<file path="src/common/vie_consts.vh">
// Constants for the vectored interrupt encoder
`ifndef VIE_CONSTS_VH
`define VIE_CONSTS_VH

// Register map
`define VIE_VEC_OFFSET 12'h000
`define VIE_VEC_RESET 8'h00
`define VIE_NONE_VEC 8'h00

// Vector field layout
`define VIE_GRP_MSB 7
`define VIE_GRP_LSB 4
`define VIE_IDX_MSB 3
`define VIE_IDX_LSB 1
`define VIE_ZERO_BIT 0

// Populated groups run from first to last; higher groups are empty
`define VIE_GRP_FIRST 4'h1
`define VIE_GRP_LAST 8
`define VIE_GRP_SRCS 8

`endif

</file>
<file path="src/design/vie_fcfs_group.v">
// One source group: sticky pending flags with first-come-first-served choice
`timescale 1ns/1ps
module vie_fcfs_group #(
  parameter N = 8
) (
  // Clock and reset
  input wire pclk,
  input wire presetn,
  // Source events and retire request
  input wire [N-1:0] set_in,
  input wire clr,
  input wire [2:0] clr_idx,
  // Pending state and choice for the next cycle
  output reg [N-1:0] pend_q,
  output reg sel_valid,
  output reg [2:0] sel_idx
);

  // older_q[i*N+j] is set when source i arrived before source j
  reg [N*N-1:0] older_q;
  reg [N*N-1:0] older_d;
  reg [N-1:0] pend_d;
  reg [N-1:0] kept;
  reg [N-1:0] newly;
  reg [N-1:0] clrmask;
  reg blocked;
  reg found;
  integer i;
  integer j;

  always @*
  begin
    clrmask = {N{1'b0}};
    if (clr)
    begin
      clrmask[clr_idx] = 1'b1;
    end
    kept = pend_q & ~clrmask;
    // A new event in the retire cycle survives the clear
    pend_d = kept | set_in;
    newly = set_in & ~kept;
    for (i = 0; i < N; i = i + 1)
    begin
      for (j = 0; j < N; j = j + 1)
      begin
        if (newly[i])
        begin
          // Simultaneous arrivals: the lower index counts as first
          older_d[i*N+j] = newly[j] && (i < j);
        end
        else
        begin
          older_d[i*N+j] = newly[j] ? 1'b1 : older_q[i*N+j];
        end
      end
    end
    sel_valid = 1'b0;
    sel_idx = 3'h0;
    found = 1'b0;
    for (i = 0; i < N; i = i + 1)
    begin
      blocked = 1'b0;
      for (j = 0; j < N; j = j + 1)
      begin
        if (pend_d[j] && older_d[j*N+i])
        begin
          blocked = 1'b1;
        end
      end
      if (pend_d[i] && !blocked && !found)
      begin
        found = 1'b1;
        sel_valid = 1'b1;
        sel_idx = i[2:0];
      end
    end
  end

  always @(posedge pclk or negedge presetn)
  begin
    if (!presetn)
    begin
      pend_q <= {N{1'b0}};
      older_q <= {(N*N){1'b0}};
    end
    else
    begin
      pend_q <= pend_d;
      older_q <= older_d;
    end
  end

endmodule

</file>
<file path="src/design/vie_top.v">
// Vectored interrupt encoder with an APB slave for the vector register
//
// The implementer's own choices: the register addresses and the APB interface to the registers.
`timescale 1ns/1ps
`include "vie_consts.vh"
module vie_top #(
  parameter ADDR_W = 12
) (
  // Clock and reset
  input wire pclk,
  input wire presetn,
  // APB slave
  input wire psel,
  input wire penable,
  input wire pwrite,
  input wire [ADDR_W-1:0] paddr,
  input wire [31:0] pwdata,
  output reg [31:0] prdata,
  output reg pready,
  output reg pslverr,
  // USB endpoint events, bit n is endpoint n
  input wire [7:0] out_ep_event,
  input wire [7:0] in_ep_event,
  // USB control events
  input wire setup_overwrite,
  input wire setup_received,
  input wire usb_resume_event,
  input wire usb_suspend_event,
  input wire usb_bus_reset_event,
  input wire usb_wakeup_event,
  // I2C port events
  input wire i2c_transmit_empty,
  input wire i2c_receive_full,
  // Serial port events, bit 0 first port, bit 1 second port
  input wire [1:0] uart_line_status,
  input wire [1:0] uart_modem_status,
  input wire [1:0] uart_receive_full,
  input wire [1:0] uart_transmit_empty,
  // Parallel port events
  input wire parallel_port_receive_full,
  input wire parallel_port_transmit_empty,
  input wire printer_fault,
  input wire parallel_port_ack,
  input wire paper_error,
  // DMA channel events, bit 0 is the first channel
  input wire [4:0] dma_done,
  // Vector and request to the processor
  output reg [7:0] interrupt_vector,
  output reg ext_int0_request,
  output reg external_irq_out_n,
  // Endpoint pending flags
  output wire [7:0] input_endpoint_pending,
  output wire [7:0] output_endpoint_pending
);

  localparam NG = `VIE_GRP_LAST - `VIE_GRP_FIRST + 1;
  localparam NS = `VIE_GRP_SRCS;

  // Builds a vector from a group number and a source index
  function [7:0] make_vec;
    input [3:0] grp;
    input [2:0] idx;
    begin
      make_vec = 8'h00;
      make_vec[`VIE_GRP_MSB:`VIE_GRP_LSB] = grp;
      make_vec[`VIE_IDX_MSB:`VIE_IDX_LSB] = idx;
      make_vec[`VIE_ZERO_BIT] = 1'b0;
    end
  endfunction

  // Source events per group, group 1 in the lowest byte
  wire [NG*NS-1:0] grp_set;
  wire [NG*NS-1:0] grp_pend;
  wire [NG-1:0] grp_valid;
  wire [NG*3-1:0] grp_idx;
  wire [NG-1:0] grp_clr;

  // Index 0 of the endpoint groups is never set
  assign grp_set[0*NS +: NS] = {out_ep_event[7:1], 1'b0};
  assign grp_set[1*NS +: NS] = {in_ep_event[7:1], 1'b0};
  // Indices 2 and 3 of the control group are reserved
  assign grp_set[2*NS +: NS] = {usb_wakeup_event, usb_bus_reset_event,
                                usb_suspend_event, usb_resume_event, 2'b00,
                                setup_received, setup_overwrite};
  assign grp_set[3*NS +: NS] = {4'h0, out_ep_event[0], in_ep_event[0],
                                i2c_receive_full, i2c_transmit_empty};
  assign grp_set[4*NS +: NS] = {4'h0, uart_modem_status[1], uart_line_status[1],
                                uart_modem_status[0], uart_line_status[0]};
  assign grp_set[5*NS +: NS] = {4'h0, uart_transmit_empty[1], uart_receive_full[1],
                                uart_transmit_empty[0], uart_receive_full[0]};
  assign grp_set[6*NS +: NS] = {3'h0, paper_error, parallel_port_ack, printer_fault,
                                parallel_port_transmit_empty,
                                parallel_port_receive_full};
  assign grp_set[7*NS +: NS] = {3'h0, dma_done};

  // Endpoint flags straight from the group flip-flops
  assign output_endpoint_pending = {grp_pend[0*NS+1 +: 7], grp_pend[3*NS+3]};
  assign input_endpoint_pending = {grp_pend[1*NS+1 +: 7], grp_pend[3*NS+2]};

  // APB decode
  wire addr_hit;
  wire access;
  wire retire;
  assign addr_hit = (paddr == `VIE_VEC_OFFSET);
  assign access = psel & penable & pready;
  // Any data value retires; the shown vector names the flag to clear
  assign retire = access & pwrite & addr_hit & (interrupt_vector != `VIE_NONE_VEC);

  genvar g;
  generate
    for (g = 0; g < NG; g = g + 1)
    begin : grp
      assign grp_clr[g] = retire &&
        (interrupt_vector[`VIE_GRP_MSB:`VIE_GRP_LSB] == g + `VIE_GRP_FIRST);
      vie_fcfs_group #(
        .N(NS)
      ) u_grp (
        .pclk(pclk),
        .presetn(presetn),
        .set_in(grp_set[g*NS +: NS]),
        .clr(grp_clr[g]),
        .clr_idx(interrupt_vector[`VIE_IDX_MSB:`VIE_IDX_LSB]),
        .pend_q(grp_pend[g*NS +: NS]),
        .sel_valid(grp_valid[g]),
        .sel_idx(grp_idx[g*3 +: 3])
      );
    end
  endgenerate

  // Fixed priority between groups, highest group number first
  reg [7:0] best_vec;
  reg best_found;
  integer k;
  always @*
  begin
    best_vec = `VIE_NONE_VEC;
    best_found = 1'b0;
    for (k = NG - 1; k >= 0; k = k - 1)
    begin
      if (grp_valid[k] && !best_found)
      begin
        best_found = 1'b1;
        best_vec = make_vec(k[3:0] + `VIE_GRP_FIRST, grp_idx[k*3 +: 3]);
      end
    end
  end

  // The shown vector is held until retired, so a later higher source cannot
  // swap it between the read and the retiring write; it is taken next.
  reg [7:0] vec_d;
  always @*
  begin
    if (retire || interrupt_vector == `VIE_NONE_VEC)
    begin
      vec_d = best_vec;
    end
    else
    begin
      vec_d = interrupt_vector;
    end
  end

  // Vector and level request
  always @(posedge pclk or negedge presetn)
  begin
    if (!presetn)
    begin
      interrupt_vector <= `VIE_VEC_RESET;
      ext_int0_request <= 1'b0;
      external_irq_out_n <= 1'b1;
    end
    else
    begin
      interrupt_vector <= vec_d;
      // Level request: stays while anything is pending
      ext_int0_request <= (vec_d != `VIE_NONE_VEC);
      external_irq_out_n <= (vec_d == `VIE_NONE_VEC);
    end
  end

  // APB answer: one wait state so that all outputs are registered
  always @(posedge pclk or negedge presetn)
  begin
    if (!presetn)
    begin
      pready <= 1'b0;
      prdata <= 32'h0000_0000;
      pslverr <= 1'b0;
    end
    else
    begin
      pready <= psel & penable & ~pready;
      if (psel && penable && !pready)
      begin
        pslverr <= ~addr_hit;
        if (!pwrite && addr_hit)
        begin
          prdata <= {24'h00_0000, interrupt_vector};
        end
        else
        begin
          prdata <= 32'h0000_0000;
        end
      end
      else
      begin
        pslverr <= 1'b0;
        prdata <= 32'h0000_0000;
      end
    end
  end

endmodule

</file>
<file path="config.mk">
export PLATFORM = sky130hd
export DESIGN_NAME = vie_top
export DESIGN_NICKNAME = d
export VERILOG_FILES = /design/src/design/vie_fcfs_group.v /design/src/design/vie_top.v
export VERILOG_INCLUDE_DIRS = /design/src /design/src/common
export SDC_FILE = /design/constraint.sdc
export NUM_CORES = 1
export LEC_CHECK = 0
export BUFFER_PORTS_ARGS = -buffer_cell sky130_fd_sc_hd__buf_2
export CORE_MARGIN = 8
export CORE_UTILIZATION = 55
export CTS_CLUSTER_SIZE = 10
export DETAILED_ROUTE_END_ITERATION = 16
export PLACE_DENSITY = 0.79
export SLEW_MARGIN = 20
export SYNTH_ARGS = -nofsm -noshare
export SYNTH_HDL_FRONTEND = slang
export SYNTH_SLANG_ARGS = --single-unit
export TNS_END_PERCENT = 1
</file>
<file path="constraint.sdc">
create_clock -name pclk -period 8.31 [get_ports pclk]
set_clock_uncertainty 0.2 [all_clocks]
set_input_delay 1.662 -clock pclk [delete_from_list [all_inputs] [get_ports pclk]]
set_output_delay 1.662 -clock pclk [all_outputs]
set_load 0.005 [all_outputs]
</file>
==> metrics <==
vias in the first global route 19300; worst min-delay path class reg -> reg; Root Driver clkbuf_16; Vias 19100; Max FO, Critical Path 26; largest net degree at the start of global routing 164; DIE AREA 0.0506 sq mm; total gr overflow 0; commonest non-fill, non-tap cell in the layout dfrtp_1; setup slack, reg-to-reg 2.37 ns; maximum VDD drop 0.151 mV; number of vias per cell 6.33; routed wire length 67900 um; sequential share of the synthesized area 54.6%; FF-to-FF End ext_int0_request; Setup CP Type in -> reg; Design Area, Final 0.0265 sq mm; CTS buffer count 59; n_diodes 0; Core Area 0.0431 sq mm; H-tree depth 2; IO buf count 94; Routed Antenna Nets 0; Sink Count 524; Area growth syn-to-layout 10.3%; FP Rows 76; Post-Syn Area 0.0240 sq mm; Post-route DRC 0; setup TNS 0 ns; Post-CTS Resized 0; Cell variety after synth 102; NumNets Final 2505; final setup fails 0; highest clock rate 148 MHz; Post-Syn Instances 2358; CP endpoint kind flop; Starting DRT DRC Count 2237; hold_buf cts 0; gr usage total 26.6%; Final Cycle Share 81.1%; crit path time final 6.74 ns; CP arrival 7.02 ns; number of antenna violations at the first check in global routing 0; Initial Utilization 55.8%; Slew Viols, Final 0; fill count 3492; IO Pins 151; slew at the pin closest to its max-slew limit 1.15 ns; RSZ-0062 raised after global routing false; Final Hold Vio Count 0; die height 225 um; CTS tree yes; layout cell share with drive strength beyond 1 11.0%; WP data required 8.59 ns; Worst-Skew Late Latency 0.61 ns; Post-synth top flop dfrtp_1; post-layout util 61.5%; Worst Setup Start Kind primary input; Die W 225 um; path depth of the worst reg2reg path 13; Placed Instance Area 0.0248 sq mm; WL/cell 22.5 um; Slew headroom 22.8%; syn avg cell area 10.2 sq um; number of flops mapped to enable cells by yosys 0; CTS Buffer Depth 3; min-delay src grp[4].u_grp.older_q[41]; pwr/cell area 225 mW/mm^2; pre-CTS setup slack 1.15 ns; RD Place Congestion 0.948; Yosys warnings 0; Worst Hold Depth 2; max_cap viols 0; first-pass GRT wire length 108000 um; status finished, final reports clean; commonest non-fill, non-tap cells in the layout dfrtp_1 (523), nand2_1 (330), nor2_1 (179); ys async rst share 100%; Critical R2R Launch interrupt_vector[7]; TritonRoute pass-1 iters 7; worst setup margin 1.57 ns; Clock Pin Slew Worst Setup and Hold Paths 0.06 ns; Leakage Power 11.9 nW; WHS Endpoint grp[4].u_grp.older_q[41]; hpwl dp 45900 um; Post-CTS Setup Inserts 0; Synth Register Bits 524
-- layer usage --
| layer | up-vias | GRT usage [%] | part of all wire, % |
|---|---|---|---|
| met5 | - | 0 | 0 |
| met4 | 0 | 11.1 | 4.0 |
| met2 | 1050 | 40.8 | 45 |
| li1 | 8415 | - | - |
| met3 | 193 | 6.78 | 9.9 |
| met1 | 9479 | 35.7 | 41 |
-- synth_stat cells, types with 42 or more instances --
cell	n	area (sq um)
nor2_1	179	672
nand2b_1	113	707
clkbuf_1	78	293
and2_1	167	1040
a22oi_1	65	488
nand2_1	330	1240
dfrtp_1	523	13100
o21ai_0	82	410
buf_4	42	315
o21a_1	62	465
inv_1	45	169
a21oi_1	58	290
-- final cells by class --
| cell class | instances | area [sq um] | share of cell area, % |
|---|---|---|---|
| sequential | 524 | 13100 | 49.5 |
| tap | 585 | 732 | 2.76 |
| clock buffer | 82 | 1640 | 6.18 |
| multi-input combinational | 1656 | 10000 | 37.8 |
| inverter | 47 | 176 | 0.666 |
| timing repair buffer | 126 | 791 | 2.99 |
| clock inverter | 1 | 30.0 | 0.113 |
-- registers in the layout, summed over array words and instances, names as in the netlist --
name / flops
ext_int0_request: 1
external_irq_out_n: 1
grp.u_grp.older_q: 440
grp.u_grp.pend_q: 64
interrupt_vector: 8
prdata: 8
pready: 1
pslverr: 1
-- critical path, cell delays in order --
cell       delay (ns)
buf_2            0.11
nor4_2           0.56
nand4_4          0.58
o31ai_2          0.77
nand2_1          0.40
o32ai_1          0.35
a21oi_1          0.10
a2111oi_0        0.81
or3_1            0.34
o21ai_2          0.15
a211o_1          0.32
o21ai_0          0.11
a41oi_2          0.17
or4_1            0.53
-- cells by family (layout without fill, tap and decap cells) --
family                 count (synthesis)  in the layout  share of synthesized area, %
AOI/OAI and AO/OA                    578            578                          18.0
DFF                                  524            524                          54.6
buffers and inverters                201            256                          4.28
other                                  1             24                        0.0156
and+or+nand+nor                     1054           1054                          23.1
-- where the power goes --
| group | switching (mW) | total (mW) | internal [mW] |
|---|---|---|---|
| registers | 0.165 | 2.89 | 2.72 |
| clock network | 0.978 | 2.34 | 1.37 |
| logic | 0.465 | 0.734 | 0.269 |
-- worst max path at each step --
stage,cells past startpoint,start,endpoint,slack [ns]
final,14,paddr[3],ext_int0_request,1.57
after global routing,14,paddr[3],ext_int0_request,1.43
after CTS,14,paddr[3],ext_int0_request,1.75
after detailed placement,14,paddr[3],ext_int0_request,1.15
after global placement,14,paddr[3],ext_int0_request,1.31
after floorplan,15,paddr[3],ext_int0_request,2.65
-- through the flow --
step / std cells / hold slack [ns] / total power, mW
floorplan: 2381 / 0.210 / 3.31
global placement: 2937 / 0.225 / 3.60
detailed placement: 2937 / 0.227 / 3.63
CTS: 3020 / 0.242 / 5.97
global route: 3021 / 0.260 / 6.18
finish: 3021 / 0.246 / 5.96
Note: power is estimated with default switching activity, not from simulation.
